<file path="src/hw/tcc_pkg.sv">
// constants shared by the timer2/timer3 block and its counter core
package tcc_pkg;

  // ****************************************************
  // register byte addresses
  // ****************************************************
  localparam logic [7:0] ADDR_SHARED_RUN_CTRL = 8'h0E; // shared run control
  localparam logic [7:0] ADDR_T1_COUNT_LO = 8'h18; // timer1 count low, read only
  localparam logic [7:0] ADDR_T2_CONTROL = 8'h19; // timer2 control
  localparam logic [7:0] ADDR_T2_RELOAD_HI = 8'h1A; // timer2 reload high
  localparam logic [7:0] ADDR_T2_RELOAD_LO = 8'h1B; // timer2 reload low
  localparam logic [7:0] ADDR_T2_COUNT_HI = 8'h1C; // timer2 count high, read only
  localparam logic [7:0] ADDR_T2_COUNT_LO = 8'h1D; // timer2 count low, read only
  localparam logic [7:0] ADDR_T3_CONTROL = 8'h1E; // timer3 control
  localparam logic [7:0] ADDR_T3_RELOAD_HI = 8'h1F; // timer3 reload high
  localparam logic [7:0] ADDR_T3_RELOAD_LO = 8'h20; // timer3 reload low
  localparam logic [7:0] ADDR_T3_COUNT_HI = 8'h21; // timer3 count high, read only
  localparam logic [7:0] ADDR_T3_COUNT_LO = 8'h22; // timer3 count low, read only

  // ****************************************************
  // control register field positions
  // ****************************************************
  localparam int CTRL_STOP_RX_BIT = 7; // stop on receive
  localparam int CTRL_START_LSB = 4; // auto start mode, two bits
  localparam int CTRL_RELOAD_BIT = 3; // auto reload
  localparam int CTRL_CLK_LSB = 0; // clock select, two bits
  localparam logic [7:0] CTRL_WRITE_MASK = 8'hBB; // bits 6 and 2 reserved

  // ****************************************************
  // shared run control field positions
  // ****************************************************
  localparam int RUN_T3_ACTIVE_BIT = 7; // timer3 active
  localparam int RUN_T2_ACTIVE_BIT = 6; // timer2 active
  localparam int RUN_T3_WREN_BIT = 3; // timer3 run write enable
  localparam int RUN_T2_WREN_BIT = 2; // timer2 run write enable

  // ****************************************************
  // field encodings and reset values
  // ****************************************************
  localparam logic [1:0] START_NONE = 2'h0; // no automatic start
  localparam logic [1:0] START_TX_END = 2'h1; // start at end of transmission
  localparam logic [1:0] START_TRIM_NOWRAP = 2'h2; // trimming, no underflow
  localparam logic [1:0] START_TRIM_WRAP = 2'h3; // trimming with underflow
  localparam logic [1:0] CLK_SEL_FAST = 2'h0; // 13.56 MHz tick
  localparam logic [1:0] CLK_SEL_SLOW = 2'h1; // 212 kHz tick
  localparam logic [1:0] CLK_SEL_T0 = 2'h2; // timer0 underflow
  localparam logic [1:0] CLK_SEL_T1 = 2'h3; // timer1 underflow
  localparam logic [7:0] CTRL_RESET = 8'h00; // control after reset
  localparam logic [7:0] RELOAD_RESET = 8'h00; // reload bytes after reset
  localparam logic [15:0] COUNT_RESET = 16'h0000; // counter after reset
  localparam logic [7:0] READ_ZERO = 8'h00; // unmapped read answer

endpackage

</file>
<file path="src/hw/tcc_timers.sv">
// timer2 and timer3 block with byte register file and timer1 low byte view
//
// Operation
// - timer2 halts after four received bits if enabled
// - timer2 stop-on-receive ignored in trimming modes
// - timer2 auto start: none, tx end, trimming
// - timer2 reloads at zero or stops; no-underflow trimming holds at zero
// - timer2 underflow sets its flag
// - timer2 clock 13.56 MHz or 212 kHz
// - timer2 clocked by timer0 or timer1 underflow
// - timer2 start loads reload; writes wait
// - counts readable as high and low bytes
// - timer3 halts after four bits, not trimming
// - timer3 auto start decoded like timer2
// - timer3 reloads at zero or stops; no-underflow trimming holds at zero
// - timer3 underflow sets its own flag
// - timer3 clock 13.56 MHz or 212 kHz
// - timer3 clocked by timer0 or timer1 underflow
// - timer3 start loads reload; writes wait
// - timer1 count low byte readable at 18h
// - bit 6 shows timer2 active, gated write
// - bit 7 shows timer3 active, gated write
`timescale 1ns/1ns
`default_nettype none

module tcc_timers (
  // clock and reset
  input wire logic mclk_in,
  input wire logic resetn_in,
  // register port
  input wire logic [7:0] reg_addr_in,
  input wire logic [7:0] reg_wdata_in,
  input wire logic reg_wr_in,
  input wire logic reg_rd_in,
  output logic [7:0] reg_rdata_out,
  // timer input clocks, one-cycle ticks
  input wire logic tick_13m56_in,
  input wire logic tick_212k_in,
  // sibling timers
  input wire logic timer0_underflow_in,
  input wire logic timer1_underflow_in,
  input wire logic [7:0] timer1_count_low_in,
  // transceiver events
  input wire logic tx_end_in,
  input wire logic rx_first_bits_in,
  input wire logic low_frequency_oscillator_in,
  // flag clears from the interrupt logic
  input wire logic timer2_flag_clear_in,
  input wire logic timer3_flag_clear_in,
  // timer status
  output logic timer2_underflow_flag_out,
  output logic timer3_underflow_flag_out,
  output logic timer2_underflow_out,
  output logic timer3_underflow_out,
  output logic timer2_active_out,
  output logic timer3_active_out
);

  // ****************************************************
  // declarations
  // ****************************************************
  logic [7:0] ctrl_q [2]; // control bytes, index 0 timer2, 1 timer3
  logic [7:0] reload_hi_q [2]; // reload high parts
  logic [7:0] reload_lo_q [2]; // reload low parts
  logic [15:0] count [2]; // live counts
  logic [1:0] running; // live run state
  logic [1:0] underflow; // underflow strobes
  logic [1:0] flag_q; // sticky underflow flags
  logic [1:0] flag_clear; // clear requests per timer
  logic lfo_q; // previous oscillator level
  logic lfo_rise; // oscillator positive edge
  logic run_wr; // write to shared run control
  logic [7:0] rdata_q; // registered read data
  logic [7:0] rdata_d; // read mux result
  logic [7:0] shared_view; // shared run control read value

  assign flag_clear = {timer3_flag_clear_in, timer2_flag_clear_in};
  assign run_wr = reg_wr_in && (reg_addr_in == tcc_pkg::ADDR_SHARED_RUN_CTRL);

  // ****************************************************
  // oscillator edge detect
  // ****************************************************
  // previous level of the oscillator input, synchronous by contract
  always_ff @(posedge mclk_in or negedge resetn_in) begin
    if (!resetn_in) begin
      lfo_q <= 1'b0;
    end else begin
      lfo_q <= low_frequency_oscillator_in;
    end
  end

  // trimming starts and stops on rising edges
  assign lfo_rise = low_frequency_oscillator_in & ~lfo_q;

  // ****************************************************
  // per timer logic
  // ****************************************************
  genvar i;
  generate
    for (i = 0; i < 2; i++) begin : g_timer
      // per-timer decoded addresses
      logic [7:0] a_ctrl; // control address
      logic [7:0] a_rhi; // reload high address
      logic [7:0] a_rlo; // reload low address
      logic [1:0] start_mode; // auto start field
      logic [1:0] clk_sel; // clock select field
      logic trimming; // either trimming mode
      logic tick; // selected input tick
      logic run_wren; // run write enable bit in this write
      logic run_val; // run value bit in this write
      logic sw_start; // software start
      logic sw_stop; // software stop
      logic trim_start; // trimming start edge
      logic trim_stop; // trimming stop edge
      logic rx_stop; // stop after first received bits
      logic start; // any start event
      logic stop; // any stop event

      // timer2 uses 19h..1Bh, timer3 1Eh..20h
      assign a_ctrl = (i == 0) ? tcc_pkg::ADDR_T2_CONTROL : tcc_pkg::ADDR_T3_CONTROL;
      assign a_rhi = (i == 0) ? tcc_pkg::ADDR_T2_RELOAD_HI : tcc_pkg::ADDR_T3_RELOAD_HI;
      assign a_rlo = (i == 0) ? tcc_pkg::ADDR_T2_RELOAD_LO : tcc_pkg::ADDR_T3_RELOAD_LO;

      // control byte, reserved bits held at zero
      always_ff @(posedge mclk_in or negedge resetn_in) begin
        if (!resetn_in) begin
          ctrl_q[i] <= tcc_pkg::CTRL_RESET;
        end else if (reg_wr_in && reg_addr_in == a_ctrl) begin
          ctrl_q[i] <= reg_wdata_in & tcc_pkg::CTRL_WRITE_MASK;
        end
      end

      // reload bytes reach the counter only at a start or an auto reload at zero
      always_ff @(posedge mclk_in or negedge resetn_in) begin
        if (!resetn_in) begin
          reload_hi_q[i] <= tcc_pkg::RELOAD_RESET;
          reload_lo_q[i] <= tcc_pkg::RELOAD_RESET;
        end else if (reg_wr_in) begin
          if (reg_addr_in == a_rhi) begin
            reload_hi_q[i] <= reg_wdata_in;
          end
          if (reg_addr_in == a_rlo) begin
            reload_lo_q[i] <= reg_wdata_in;
          end
        end
      end

      // field extraction
      assign start_mode = ctrl_q[i][tcc_pkg::CTRL_START_LSB +: 2];
      assign clk_sel = ctrl_q[i][tcc_pkg::CTRL_CLK_LSB +: 2];
      // both trimming codes share the top bit
      assign trimming = (start_mode == tcc_pkg::START_TRIM_NOWRAP) ||
                        (start_mode == tcc_pkg::START_TRIM_WRAP);

      // input tick selection
      always_comb begin
        unique case (clk_sel)
          tcc_pkg::CLK_SEL_FAST: tick = tick_13m56_in;
          tcc_pkg::CLK_SEL_SLOW: tick = tick_212k_in;
          tcc_pkg::CLK_SEL_T0: tick = timer0_underflow_in;
          tcc_pkg::CLK_SEL_T1: tick = timer1_underflow_in;
        endcase
      end

      // gated run writes
      assign run_wren = (i == 0) ? reg_wdata_in[tcc_pkg::RUN_T2_WREN_BIT] :
                                   reg_wdata_in[tcc_pkg::RUN_T3_WREN_BIT];
      assign run_val = (i == 0) ? reg_wdata_in[tcc_pkg::RUN_T2_ACTIVE_BIT] :
                                  reg_wdata_in[tcc_pkg::RUN_T3_ACTIVE_BIT];
      assign sw_start = run_wr & run_wren & run_val;
      assign sw_stop = run_wr & run_wren & ~run_val;

      // trimming: a rising edge starts an idle timer, stops a running one
      assign trim_start = trimming & lfo_rise & ~running[i];
      assign trim_stop = trimming & lfo_rise & running[i];

      // receive stop, disabled while trimming
      assign rx_stop = ctrl_q[i][tcc_pkg::CTRL_STOP_RX_BIT] & ~trimming & rx_first_bits_in;

      // start events: software, end of transmission, trimming edge
      assign start = sw_start | trim_start |
                     ((start_mode == tcc_pkg::START_TX_END) & tx_end_in);
      assign stop = sw_stop | trim_stop | rx_stop;

      // the counter itself; no-underflow trimming holds at zero
      tcc_timer_core u_core (
        .mclk_in(mclk_in),
        .resetn_in(resetn_in),
        .tick_in(tick),
        .start_in(start),
        .stop_in(stop),
        .reload_in({reload_hi_q[i], reload_lo_q[i]}),
        .auto_reload_in(ctrl_q[i][tcc_pkg::CTRL_RELOAD_BIT]),
        .wrap_en_in(start_mode != tcc_pkg::START_TRIM_NOWRAP),
        .count_out(count[i]),
        .running_out(running[i]),
        .underflow_out(underflow[i])
      );

      // sticky flag, a new underflow wins over a clear
      always_ff @(posedge mclk_in or negedge resetn_in) begin
        if (!resetn_in) begin
          flag_q[i] <= 1'b0;
        end else if (underflow[i]) begin
          flag_q[i] <= 1'b1;
        end else if (flag_clear[i]) begin
          flag_q[i] <= 1'b0;
        end
      end
    end
  endgenerate

  // ****************************************************
  // read path
  // ****************************************************
  // shared run control shows live run state in bits 7 and 6
  always_comb begin
    shared_view = tcc_pkg::READ_ZERO;
    shared_view[tcc_pkg::RUN_T2_ACTIVE_BIT] = running[0];
    shared_view[tcc_pkg::RUN_T3_ACTIVE_BIT] = running[1];
  end

  // byte mux; unmapped addresses read zero
  always_comb begin
    unique case (reg_addr_in)
      tcc_pkg::ADDR_SHARED_RUN_CTRL: rdata_d = shared_view;
      tcc_pkg::ADDR_T1_COUNT_LO: rdata_d = timer1_count_low_in;
      tcc_pkg::ADDR_T2_CONTROL: rdata_d = ctrl_q[0];
      tcc_pkg::ADDR_T2_RELOAD_HI: rdata_d = reload_hi_q[0];
      tcc_pkg::ADDR_T2_RELOAD_LO: rdata_d = reload_lo_q[0];
      tcc_pkg::ADDR_T2_COUNT_HI: rdata_d = count[0][15:8];
      tcc_pkg::ADDR_T2_COUNT_LO: rdata_d = count[0][7:0];
      tcc_pkg::ADDR_T3_CONTROL: rdata_d = ctrl_q[1];
      tcc_pkg::ADDR_T3_RELOAD_HI: rdata_d = reload_hi_q[1];
      tcc_pkg::ADDR_T3_RELOAD_LO: rdata_d = reload_lo_q[1];
      tcc_pkg::ADDR_T3_COUNT_HI: rdata_d = count[1][15:8];
      tcc_pkg::ADDR_T3_COUNT_LO: rdata_d = count[1][7:0];
      default: rdata_d = tcc_pkg::READ_ZERO;
    endcase
  end

  // read data captured on a read strobe and held until the next
  always_ff @(posedge mclk_in or negedge resetn_in) begin
    if (!resetn_in) begin
      rdata_q <= tcc_pkg::READ_ZERO;
    end else if (reg_rd_in) begin
      rdata_q <= rdata_d;
    end
  end

  // ****************************************************
  // outputs
  // ****************************************************
  assign reg_rdata_out = rdata_q;
  assign timer2_underflow_flag_out = flag_q[0];
  assign timer3_underflow_flag_out = flag_q[1];
  assign timer2_underflow_out = underflow[0];
  assign timer3_underflow_out = underflow[1];
  assign timer2_active_out = running[0];
  assign timer3_active_out = running[1];

endmodule

`default_nettype wire

</file>
<file path="src/hw/tcc_timer_core.sv">
// one 16-bit down counter with start, stop, reload and underflow strobe
`timescale 1ns/1ns
`default_nettype none

module tcc_timer_core (
  // clock and reset
  input wire logic mclk_in,
  input wire logic resetn_in,
  // control events
  input wire logic tick_in,
  input wire logic start_in,
  input wire logic stop_in,
  // configuration
  input wire logic [15:0] reload_in,
  input wire logic auto_reload_in,
  input wire logic wrap_en_in,
  // state
  output logic [15:0] count_out,
  output logic running_out,
  output logic underflow_out
);

  logic [15:0] count_q; // current count
  logic running_q; // counting
  logic at_zero; // count is zero
  logic wrap; // zero decremented this cycle

  assign at_zero = (count_q == tcc_pkg::COUNT_RESET);
  // underflow when a running counter at zero takes a tick with wrap enabled and no start or stop
  assign wrap = running_q & tick_in & at_zero & wrap_en_in & ~start_in & ~stop_in;

  // ****************************************************
  // counter
  // ****************************************************
  // start loads reload word; tick decrements or reloads at zero
  always_ff @(posedge mclk_in or negedge resetn_in) begin
    if (!resetn_in) begin
      count_q <= tcc_pkg::COUNT_RESET;
    end else if (start_in) begin
      count_q <= reload_in;
    end else if (stop_in) begin
      count_q <= count_q; // halted, value kept
    end else if (wrap && auto_reload_in) begin
      count_q <= reload_in;
    end else if (running_q && tick_in && !at_zero) begin
      count_q <= count_q - 16'h0001;
    end
  end

  // ****************************************************
  // run state
  // ****************************************************
  // start wins over stop; underflow without reload stops
  always_ff @(posedge mclk_in or negedge resetn_in) begin
    if (!resetn_in) begin
      running_q <= 1'b0;
    end else if (start_in) begin
      running_q <= 1'b1;
    end else if (stop_in) begin
      running_q <= 1'b0;
    end else if (wrap && !auto_reload_in) begin
      running_q <= 1'b0;
    end
  end

  assign count_out = count_q;
  assign running_out = running_q;
  assign underflow_out = wrap;

endmodule

`default_nettype wire

</file>
<file path="config.mk">
export PLATFORM = sky130hd
export DESIGN_NAME = tcc_timers
export DESIGN_NICKNAME = d
export VERILOG_FILES = /design/src/hw/tcc_pkg.sv /design/src/hw/tcc_timers.sv /design/src/hw/tcc_timer_core.sv
export SDC_FILE = /design/constraint.sdc
export NUM_CORES = 1
export LEC_CHECK = 0
export BUFFER_PORTS_ARGS = -buffer_cell sky130_fd_sc_hd__buf_2
export CAP_MARGIN = 20
export CORE_UTILIZATION = 35
export CTS_CLUSTER_SIZE = 14
export DETAILED_ROUTE_END_ITERATION = 8
export GPL_ROUTABILITY_DRIVEN = 0
export SLEW_MARGIN = 20
export SYNTH_ARGS = -nofsm -noshare
export SYNTH_HDL_FRONTEND = slang
export SYNTH_SLANG_ARGS = --single-unit
</file>
<file path="constraint.sdc">
create_clock -name mclk_in -period 3.2 [get_ports mclk_in]
set_input_delay 0.16 -clock mclk_in [delete_from_list [all_inputs] [get_ports mclk_in]]
set_output_delay 0.16 -clock mclk_in [all_outputs]
set_load 0.01 [all_outputs]
</file>
==> key figures, run 1 <==
Global routing
  – First-pass GRT wire length: approximately 28000 microns
  – Global Route Usage Sum: 0.226
  – Vias in the first global route: 4763
  – GRT overflow: 0
  – Initial antenna violation count: 0
  – Largest net degree at the start of global routing: 48

Detailed routing
  – DRC viols: 0
  – Routed wire per std cell: about 22 microns
  – First-pass detailed-route iteration total: 6
  – Vias: 4953
  – Via density: 6.18
  – Routed Antenna Nets: 0
  – Drt total wl: between 15000 and 20000 microns
  – Number of DRC markers in iteration 0: between 500 and 600

Yosys
  – Total number of yosys warnings: 0
  – Synth Instances: 542
  – Post-synth ARST share: 1.00
  – Sequential-to-total area share from yosys stat: 0.399
  – Average cell area after synthesis: ~10 sq um
  – Synth cell types: 76
  – Top_reg_cell synth: dfrtp_1
  – Mapped Area: approximately 5600 sq um
  – #FFs+latches synth: just under 90
  – Synthesized Nets: 583
  – Post-synth EDFFs: 0

Place
  – # port buffers: 50
  – Post-DP HPWL: 13500 microns
  – Placed Cells incl. Taps: around 780

Worst setup path
  – Kind of start point of the critical path: register
  – Setup crit end kind: output pin
  – Worst-path maximum fanout: 6
  – Reg2reg setup slack: between 600 and 700 ps
  – Worst EP arrival: around 2500 ps
  – Crit path kind: reg -> out
  – CP Data Required Time: a little over 3000 ps

Clock network
  – CTS tree: built
  – Htree depth: 3
  – Worst-Skew Late Latency: 340 ps
  – CTS clk-pin slew, worst paths: around 60 ps
  – CTS Buf Count: 9
  – Clk buf depth: 2
  – Clk sinks: ~90
  – Root Driver: clkbuf_16

Timing
  – FMAX: ~380 MHz
  – RSZ-0062 raised after global routing: false
  – Tightest Pin Transition: between 700 and 800 ps
  – Fin. Hold Viols: 0
  – Crit path time final: 2610 ps
  – Max Slew Vio Count: 0
  – Layout Skew: 6.33 ps
  – Slew Limit Headroom: 0.470
  – Period utilization: 0.816
  – Worst hold slack: 9.75 ps
  – Setup violators final: 0
  – Setup_tns: 0 ps

Run
  – Max-cap violations: 0

Floorplan
  – Die width: between 100 and 150 microns
  – I/O pins: between 50 and 60
  – DIE HEIGHT: 128 microns
  – Die area: about 16000 sq um
  – Initial Util: 0.363
  – Num rows: between 40 and 50
  – Core area: ~15000 sq um

Cells and area
  – Fillers: approximately 1500
  – Most common cell after layout, fill and taps aside: dfrtp_1
  – Antenna diodes: 0
  – Non-Filler Instances: 801
  – Most frequent cells in the layout: 89 x dfrtp_1, 49 x buf_2, 46 x mux2_2
  – Final Util: 0.417
  – Share of layout cells above drive strength 1: 0.268
  – Area Growth Syn to Fin: 14.8%
  – Final net count: 626

Pwr
  – Peak supply drop: around 0.30 mV
  – Cell leakage power: approximately 2.7 nW
  – Pwr dens: about 640 nW/um^2

Hold path
  – HP Class: in -> reg

Status
  – Status: finished, final reports clean
[kinds of logic after synthesis]
kind of cell / count (synthesis) / share of synthesized area
simple gates: 181 / 0.201
compound gates: 139 / 0.191
flops: 89 / 0.399
mux: 78 / 0.158
buf+inv: 47 / 0.0359
xor+xnor: 4 / 0.00628
fa+ha+maj: 4 / 0.00897
[critical path, cell delays in order (launching register included)]
cell and delay (ps):
dfrtp_1 440, mux4_2 410, nand2_1 140, nor3_1 600, nand3_1 240, nor2_1 140, buf_2 140
[final cells by class]
cell class              instances  area [sq um]  area share
multi-input cells             406          3150       0.492
flip-flops and latches         89          2230       0.348
repair buffers                 63           355      0.0555
well taps                     211           264      0.0412
clock buffers                  10           239      0.0373
clock inverters                 6           105      0.0164
inverters                      16          60.1     0.00938
[worst paths after layout]
kind                                                            startpoint  cells past startpoint                                     endpoint
worst min register to register       timer3_underflow_flag_out$_DFFE_PN0P_                      1        timer3_underflow_flag_out$_DFFE_PN0P_
worst max register to register  g_timer[1].u_core.count_out[0]$_DFFE_PN0P_                      8   g_timer[1].u_core.count_out[1]$_DFFE_PN0P_
min in group asynchronous                                        resetn_in                      2  g_timer[1].u_core.count_out[10]$_DFFE_PN0P_
worst min-delay path                                  timer2_flag_clear_in                      2        timer2_underflow_flag_out$_DFFE_PN0P_
max in group asynchronous                                        resetn_in                      3   g_timer[0].u_core.count_out[1]$_DFFE_PN0P_
worst max-delay path                                 ctrl_q[9]$_DFFE_PN0P_                      6                         timer2_underflow_out
[cell usage after synthesis, types with 9 or more instances]
cell,n,area (sq um)
nand2_1,28,105
inv_1,16,60.1
nand4_1,12,75.1
dfrtp_1,89,2230
a21oi_1,22,110
nor2_1,17,63.8
a31oi_1,9,56.3
o21ai_0,15,75.1
mux2i_1,26,260
or3_1,11,68.8
nor3_1,12,60.1
o22ai_1,12,75.1
nand3_1,22,110
nand2b_1,12,75.1
clkbuf_1,20,75.1
mux2_2,46,518
[metal layers]
metal  share of wire  GRT usage  up-vias
met5               0          0        -
met4           0.024     0.0740        0
met3           0.098     0.0651       44
met2            0.43      0.327      255
met1            0.45      0.322     2448
li1                -          -     2206
[registers in the layout (all words and copies together) (netlist names)]
register	count
g_timer.u_core.running_out	2
ctrl_q	12
g_timer.u_core.count_out	32
reload_hi_q	16
reload_lo_q	16
timer3_underflow_flag_out	1
lfo_q	1
timer2_underflow_flag_out	1
reg_rdata_out	8
[report_power, final]
part / switching, mW / internal [mW]
Sequential: 0.407 / 1.36
Combinational: 0.614 / 0.522
Clock: 0.441 / 0.780
[stage by stage]
step                power, mW  setup slack [ps]  area, sq um
detailed placement       2.88               643         6040
floorplan                2.48               840         5580
finish                   4.12               590         6400
CTS                      4.11               577         6400
global route             4.34               367         6400
global placement         2.85               699         6040
[timing repair]
action                                 4_1_cts  5_1_grt
hold buffers                                 2        0
gates resized for setup                      0        0
setup endpoints to repair                    0        0
endpoints found under the hold margin       46        0
buffers inserted                             0        0
(Power assumes the default switching activity.)
==> inputs of run 2 (changes only) <==
--- a/config.mk
+++ b/config.mk
@@ -5,6 +5,7 @@
 export SDC_FILE = /design/constraint.sdc
 export NUM_CORES = 1
 export LEC_CHECK = 0
+export ABC_AREA = 1
 export BUFFER_PORTS_ARGS = -buffer_cell sky130_fd_sc_hd__buf_2
 export CAP_MARGIN = 20
 export CORE_UTILIZATION = 35
==> constraint.sdc (replaced) <==
create_clock -name mclk_in -period 2.1 [get_ports mclk_in]
set_input_delay 0.105 -clock mclk_in [delete_from_list [all_inputs] [get_ports mclk_in]]
set_output_delay 0.105 -clock mclk_in [all_outputs]
set_load 0.01 [all_outputs]
==> run 2 against run 1 <==
- highest routed layer unchanged
- critical path type unchanged
- final area grew 2.9%
- sequential cell count is the same
- clock power grew 35%
==> key figures, run 2 <==
Clock network
  – CTS tree: built
  – Clk buf depth: 2
  – Worst-Skew Late Latency: about 360 ps
  – Htree depth: 3
  – CTS Buf Count: 9
  – CTS clk-pin slew, worst paths: around 70 ps
  – Root Driver: clkbuf_16
  – Clk sinks: just under 90

Global routing
  – First-pass GRT wire length: 28400 microns
  – Initial antenna violation count: 0
  – GRT overflow: 0
  – Vias in the first global route: 5144
  – Largest net degree at the start of global routing: 46
  – Global Route Usage Sum: 0.228

Worst setup path
  – Crit path kind: reg -> out
  – Critical path endpoint: timer3_underflow_out
  – Reg2reg setup slack: between 150 and 200 ps
  – Critical R2R Launch: g_timer[1].u_core.count_out[4]$_DFFE_PN0P_
  – R2R cell count: 9
  – Kind of start point of the critical path: register
  – Worst path cell trace: inv_1 > ha_2 > nand2_1 > nor2_1 > nand3_1 > nor2_1 > nand2_1 > nor2_2 > buf_2
  – Worst EP arrival: between 1500 and 2000 ps
  – Crit path max-delay cell type: dfrtp_1
  – Delay-heaviest family, CP: simple AND/OR/NAND/NOR gates
  – WP buf/inv: 2
  – R2r endpoint: g_timer[1].u_core.count_out[5]$_DFFE_PN0P_
  – Worst-path maximum fanout: 3
  – CP Data Required Time: roughly 2000 ps
  – Critical path origin: g_timer[1].u_core.count_out[1]$_DFFE_PN0P_
  – Cell depth of the worst setup path: 9
  – Setup crit end kind: output pin
  – Slowest Stage Delay on Critical Path: slightly above 400 ps

Place
  – # port buffers: 50
  – Placed Cells incl. Taps: ~1100
  – Post-DP HPWL: 13400 microns

Floorplan
  – Die area: ~17000 sq um
  – Die width: between 100 and 150 microns
  – DIE HEIGHT: about 130 microns
  – Initial Util: 0.357
  – Core area: between 15000 and 20000 sq um
  – I/O pins: 51
  – Num rows: 46

Detailed routing
  – First-pass detailed-route iteration total: 5
  – DRC viols: 0
  – Via density: roughly 5.1
  – Vias: ~5600
  – Number of DRC markers in iteration 0: between 300 and 400
  – Routed Antenna Nets: 0
  – Routed wire per std cell: roughly 16 microns
  – Drt total wl: roughly 18000 microns

Yosys
  – Mux contribution to synthesized area: 0
  – Post-Synth Simple-Gate Area: 0.372
  – #FFs+latches synth: 89
  – Sequential-to-total area share from yosys stat: 0.395
  – Total number of yosys warnings: 0
  – Cell taking the most area after synthesis: dfrtp_1
  – Largest family of logic cells by synthesized area: simple AND/OR/NAND/NOR gates
  – Post-synth EDFFs: 0
  – Synth cell count leaders: 207 x nand2_1, 101 x nand3_1, 100 x nor2_1
  – Average cell area after synthesis: roughly 6.9 sq um
  – Post-synth ARST share: 1.00
  – Most common cell in the netlist: nand2_1
  – Synth Area in XOR/XNOR: 0.0295
  – Top_reg_cell synth: dfrtp_1
  – Adder-cell share of the synthesized area: 0.00888
  – Area share of the largest cell type after synthesis: 0.395
  – Mapped Area: between 5000 and 6000 sq um
  – Synth Area in Compound Gates: 0.103
  – Synthesized Nets: between 800 and 900
  – Top post-synthesis cells by area: dfrtp_1 40%, nand2_1 14%, nand3_1 9.0%
  – Synth cell types: 37
  – Synth Instances: between 800 and 900

Timing
  – Setup violators final: 0
  – Tightest Pin Transition: around 650 ps
  – Slew Limit Headroom: 0.565
  – Period utilization: 0.933
  – Setup_tns: 0 ps
  – Worst hold slack: about 64 ps
  – FMAX: between 500 and 600 MHz
  – Crit path time final: 1960 ps
  – Max Slew Vio Count: 0
  – Fin. Hold Viols: 0
  – Layout Skew: just over 10 ps
  – RSZ-0062 raised after global routing: false

Cells and area
  – Final Util: 0.418
  – Area Growth Syn to Fin: 17.0%
  – Most common cell after layout, fill and taps aside: nand2_1
  – Share of layout cells above drive strength 1: 0.143
  – Max reg flops: 32
  – Most frequent cells in the layout: 207 x nand2_1, 99 x nor2_1, 99 x nand3_1
  – Non-Filler Instances: 1095
  – Final net count: 915
  – Antenna diodes: 0

Pwr
  – Power Total: 6.14 mW
  – Cell leakage power: between 3 and 4 nW
  – Peak supply drop: a little over 0.4 mV
  – Pwr dens: just over 900 nW/um^2

Hold path
  – HP Class: in -> reg

Run
  – Max-cap violations: 0

Status
  – Status: finished, final reports clean
run 2: changes by cell type after synthesis, sizes merged, moves of 12 or more:
| cell | before | now |
|---|---|---|
| o21ai | 16 | 71 |
| mux2 | 49 | 0 |
| mux2i | 26 | 0 |
| nor2 | 18 | 111 |
| nor4 | 12 | 0 |
| xor2 | 1 | 18 |
| inv | 16 | 108 |
| nand3 | 22 | 104 |
| nand2b | 12 | 0 |
| a21oi | 24 | 11 |
| a31oi | 16 | 1 |
| clkbuf | 20 | 8 |
| nand2 | 28 | 212 |
run 2: kinds of logic (layout without fill, tap and decap cells):
logic type / after synthesis / after routing
simple gates: 467 / 467
buf+inv: 127 / 195
compound gates: 105 / 105
flops: 89 / 89
xor+xnor: 19 / 19
fa+ha+maj: 4 / 4
run 2: worst min path at each step:
stage / from / end / cells past startpoint
6_report: reg_rd_in / reg_rdata_out[2]$_DFFE_PN0P_ / 3
5_1_grt: reg_rd_in / reg_rdata_out[3]$_DFFE_PN0P_ / 3
4_1_cts: reg_rd_in / reg_rdata_out[2]$_DFFE_PN0P_ / 3
3_5_place_dp: resetn_in / g_timer[0].u_core.count_out[12]$_DFFE_PN0P_ / 1
3_3_place_gp: resetn_in / g_timer[0].u_core.count_out[12]$_DFFE_PN0P_ / 1
2_1_floorplan: resetn_in / ctrl_q[0]$_DFFE_PN0P_ / 0
run 2: area by class of cell:
class / instances / area, sq um
Multi-Input combinational cell: 595 / 2920
Clock buffer: 11 / 253
Inverter: 108 / 408
Clock inverter: 5 / 45.0
Sequential cell: 89 / 2230
Tap cell: 216 / 270
Timing Repair Buffer: 71 / 470
Fill cell: 1731 / 9180
run 2: where the power goes:
group / switching [mW] / internal, mW / total, mW / leakage (nW)
registers: 0.385 / 2.02 / 2.41 / 1.19
clock network: 0.761 / 0.887 / 1.65 / 0.145
logic: 1.30 / 0.785 / 2.08 / 1.83
total: 2.45 / 3.70 / 6.14 / 3.17
run 2: worst register-to-register path: stages (launching register included):
cell     delay (ps)
dfrtp_1         430
nor2_1          230
nand2_1         130
nor2_1          150
nand3_1         150
nor3_1          210
nand3_2         200
nand3_2         190
nor2_1           60
nor2_1          100
run 2: per-stage QoR:
step                worst slack [ps]  area (sq um)
CTS                             80.8          6530
detailed placement               151          6190
finish                           141          6590
global route                    23.5          6590
floorplan                        407          5630
global placement                 153          6190
run 2: timing repair:
action	in CTS	in global routing
setup endpoints to repair	0	16
hold buffers	4	0
gates resized for setup	0	10
hold endpoints to repair	47	0
buffers inserted	0	3
run 2: per-layer routing:
layer  routed length [microns]  up-vias  GRT usage  part of all wire
li1                          -     2763          -                 -
met1                      8340     2555      0.331              0.47
met2                      7610      205      0.334              0.43
met3                      1190       34     0.0416             0.067
met4                       528        0     0.0907             0.030
met5                         0        -          0                 0
==> inputs of run 3 (changes only) <==
--- a/config.mk
+++ b/config.mk
@@ -8,6 +8,7 @@
 export ABC_AREA = 1
 export BUFFER_PORTS_ARGS = -buffer_cell sky130_fd_sc_hd__buf_2
 export CAP_MARGIN = 20
+export CORE_MARGIN = 1.5
 export CORE_UTILIZATION = 35
 export CTS_CLUSTER_SIZE = 14
 export DETAILED_ROUTE_END_ITERATION = 8
==> constraint.sdc (replaced) <==
create_clock -name mclk_in -period 2.1 [get_ports mclk_in]
set_input_delay 0.21 -clock mclk_in [delete_from_list [all_inputs] [get_ports mclk_in]]
set_output_delay 0.21 -clock mclk_in [all_outputs]
set_load 0.01 [all_outputs]
==> run 3 against run 2 <==
- non-clock buffer count rose by 2
- register-to-register slack barely moved
- critical path depth did not move
- worst hold slack got worse by 32 ps
- final area rose by 0.97%
- critical path type unchanged
- critical endpoint is now timer2_underflow_out
==> key figures, run 3 (synthesis gave the netlist of run 2 again) <==
Status
  – Status: finished, final reports clean

Cells and area
  – Antenna diodes: 0
  – Most frequent cells in the layout: 206 x nand2_1, 99 x nand3_1, 98 x nor2_1
  – Area Growth Syn to Fin: 18.1%
  – Area of the multi-input gates: roughly 2900 sq um
  – Final net count: 917
  – Max reg flops: 32
  – Fillers: 1661
  – Share of layout cells above drive strength 1: 0.154
  – Most common cell after layout, fill and taps aside: nand2_1
  – Sequential Area: between 2000 and 2500 sq um

Floorplan
  – I/O pins: about 50
  – DIE HEIGHT: about 130 microns
  – Die width: between 100 and 150 microns
  – Die area: roughly 17000 sq um
  – Num rows: between 40 and 50
  – Core area: 15800 sq um
  – Initial Util: 0.356

Detailed routing
  – Vias: roughly 5700
  – Drt total wl: 18100 microns
  – Via density: 5.17
  – Routed wire per std cell: between 15 and 20 microns
  – Number of DRC markers in iteration 0: 489
  – First-pass detailed-route iteration total: 5
  – Routed Antenna Nets: 0
  – DRC viols: 0

Clock network
  – Root Driver: clkbuf_16
  – CTS clk-pin slew, worst paths: ~70 ps
  – Clk sinks: between 80 and 90
  – CTS Buf Count: 9
  – Htree depth: 3
  – Clk buf depth: 2
  – CTS tree: built
  – Worst-Skew Late Latency: around 350 ps

Pwr
  – Clock network power share: 0.294
  – Sw frac: 0.386
  – Net load switching power: 2.54 mW
  – Cell leakage power: around 3.2 nW
  – Gate power share: 0.333
  – Pint: ~4.0 mW
  – Peak supply drop: between 0.3 and 0.4 mV
  – Pwr dens: a little under 1000 nW/um^2
  – Sequential power share: 0.373

Timing
  – Worst hold slack: approximately 32 ps
  – Layout Skew: 5.57 ps
  – Max Slew Vio Count: 0
  – Crit path time final: 2020 ps
  – Slew Limit Headroom: 0.492
  – Period utilization: 0.960
  – Final worst slack: about 84 ps
  – Tightest Pin Transition: ~760 ps
  – FMAX: about 500 MHz
  – Setup violators final: 0
  – Fin. Hold Viols: 0

Worst setup path
  – Cell mode on critical path: nor2_4
  – WP buf/inv: 3
  – Slowest Stage Delay on Critical Path: 420 ps
  – Worst-path maximum fanout: 4
  – Kind of start point of the critical path: register
  – Delay-heaviest family, CP: simple AND/OR/NAND/NOR gates
  – Crit path max-delay cell type: dfrtp_1
  – CP Data Required Time: ~1900 ps
  – Worst path cell trace: inv_2 > ha_1 > nand3_1 > nor2_4 > nand3b_2 > nor2_4 > nand3_2 > inv_1 > buf_2
  – Worst EP arrival: between 1500 and 2000 ps
  – Setup crit end kind: output pin
  – Crit path kind: reg -> out

Global routing
  – Largest net degree at the start of global routing: 54
  – GRT overflow: 0
  – Global Route Usage Sum: 0.223
  – Initial antenna violation count: 0
  – First-pass GRT wire length: 28400 microns
  – Vias in the first global route: about 5000

Hold path
  – HP Class: in -> reg

Place
  – DP Worst Slack: approximately 130 ps
  – Post-DP HPWL: between 10000 and 15000 microns
  – # port buffers: 50

Run
  – Max-cap violations: 0
run 3: cell count changes in the layout (fill, tap and decap cells not counted), moves of 3 or more:
cell,previous run,this run
inv_2,11,14
buf_4,14,19
bufinv_16,0,3
nor2_4,6,9
run 3: final cells by class:
class | instances | share of cell area
inverter | 108 | 0.0609
clock buffer | 9 | 0.0338
sequential | 89 | 0.335
clock inverter | 7 | 0.0192
multi-input combinational | 595 | 0.440
tap | 216 | 0.0406
timing repair buffer | 73 | 0.0703
run 3: worst paths after layout:
path / startpoint / to / slack (ps) / depth (start not counted)
setup / recovery: g_timer[0].u_core.count_out[0]$_DFFE_PN0P_ / timer2_underflow_out / 80 / 9
min in group asynchronous: resetn_in / g_timer[0].u_core.count_out[6]$_DFFE_PN0P_ / 470 / 2
max in group asynchronous: resetn_in / ctrl_q[12]$_DFFE_PN0P_ / 960 / 3
hold reg to reg: reg_rdata_out[3]$_DFFE_PN0P_ / reg_rdata_out[3]$_DFFE_PN0P_ / 480 / 2
setup reg to reg: g_timer[1].u_core.count_out[0]$_DFFE_PN0P_ / g_timer[1].u_core.count_out[5]$_DFFE_PN0P_ / 180 / 11
hold / removal: timer2_flag_clear_in / timer2_underflow_flag_out$_DFFE_PN0P_ / 30 / 2
run 3: power groups by stage:
| stage | Clock [mW] | Sequential (mW) | Combinational, mW |
|---|---|---|---|
| 2_1_floorplan | 0 | 2.32 | 1.46 |
| 3_3_place_gp | 0 | 2.44 | 2.00 |
| 3_5_place_dp | 0 | 2.44 | 2.01 |
| 4_1_cts | 1.95 | 2.41 | 2.02 |
| 5_1_grt | 2.01 | 2.50 | 2.44 |
| 6_report | 1.94 | 2.45 | 2.19 |
run 3: timing repair:
action	4_1_cts	5_1_grt
pin swaps	0	4
setup buffers	0	7
hold endpoints to repair	52	0
gates cloned	0	0
hold buffers	2	0
gates resized for setup	1	15
endpoints found under the setup margin	1	16
run 3: stage by stage:
step	cells	TNS, ps	util	area, sq um	total power, mW
after floorplan	811	0	-	5630	3.78
after global placement	1072	0	0.391	6190	4.44
after detailed placement	1072	0	0.391	6190	4.44
after CTS	1090	0	0.415	6560	6.38
after global routing	1097	-10.3	0.420	6650	6.95
final	1097	0	0.420	6650	6.58
run 3: routing by layer:
layer,share of wire,GRT usage
met5,0,0
met4,0.033,0.0941
met3,0.067,0.0320
met2,0.44,0.330
met1,0.46,0.327
run 3: worst reg2reg max path: stages (launching register included):
cell and delay [ps]:
dfrtp_1 400, inv_2 100, ha_2 190, nand2_1 50, nor2_1 90, nand3_1 140
nor2_1 120, nand2_1 110, o21bai_4 360, nand2_1 130, nand2_1 90, nor2_1 40
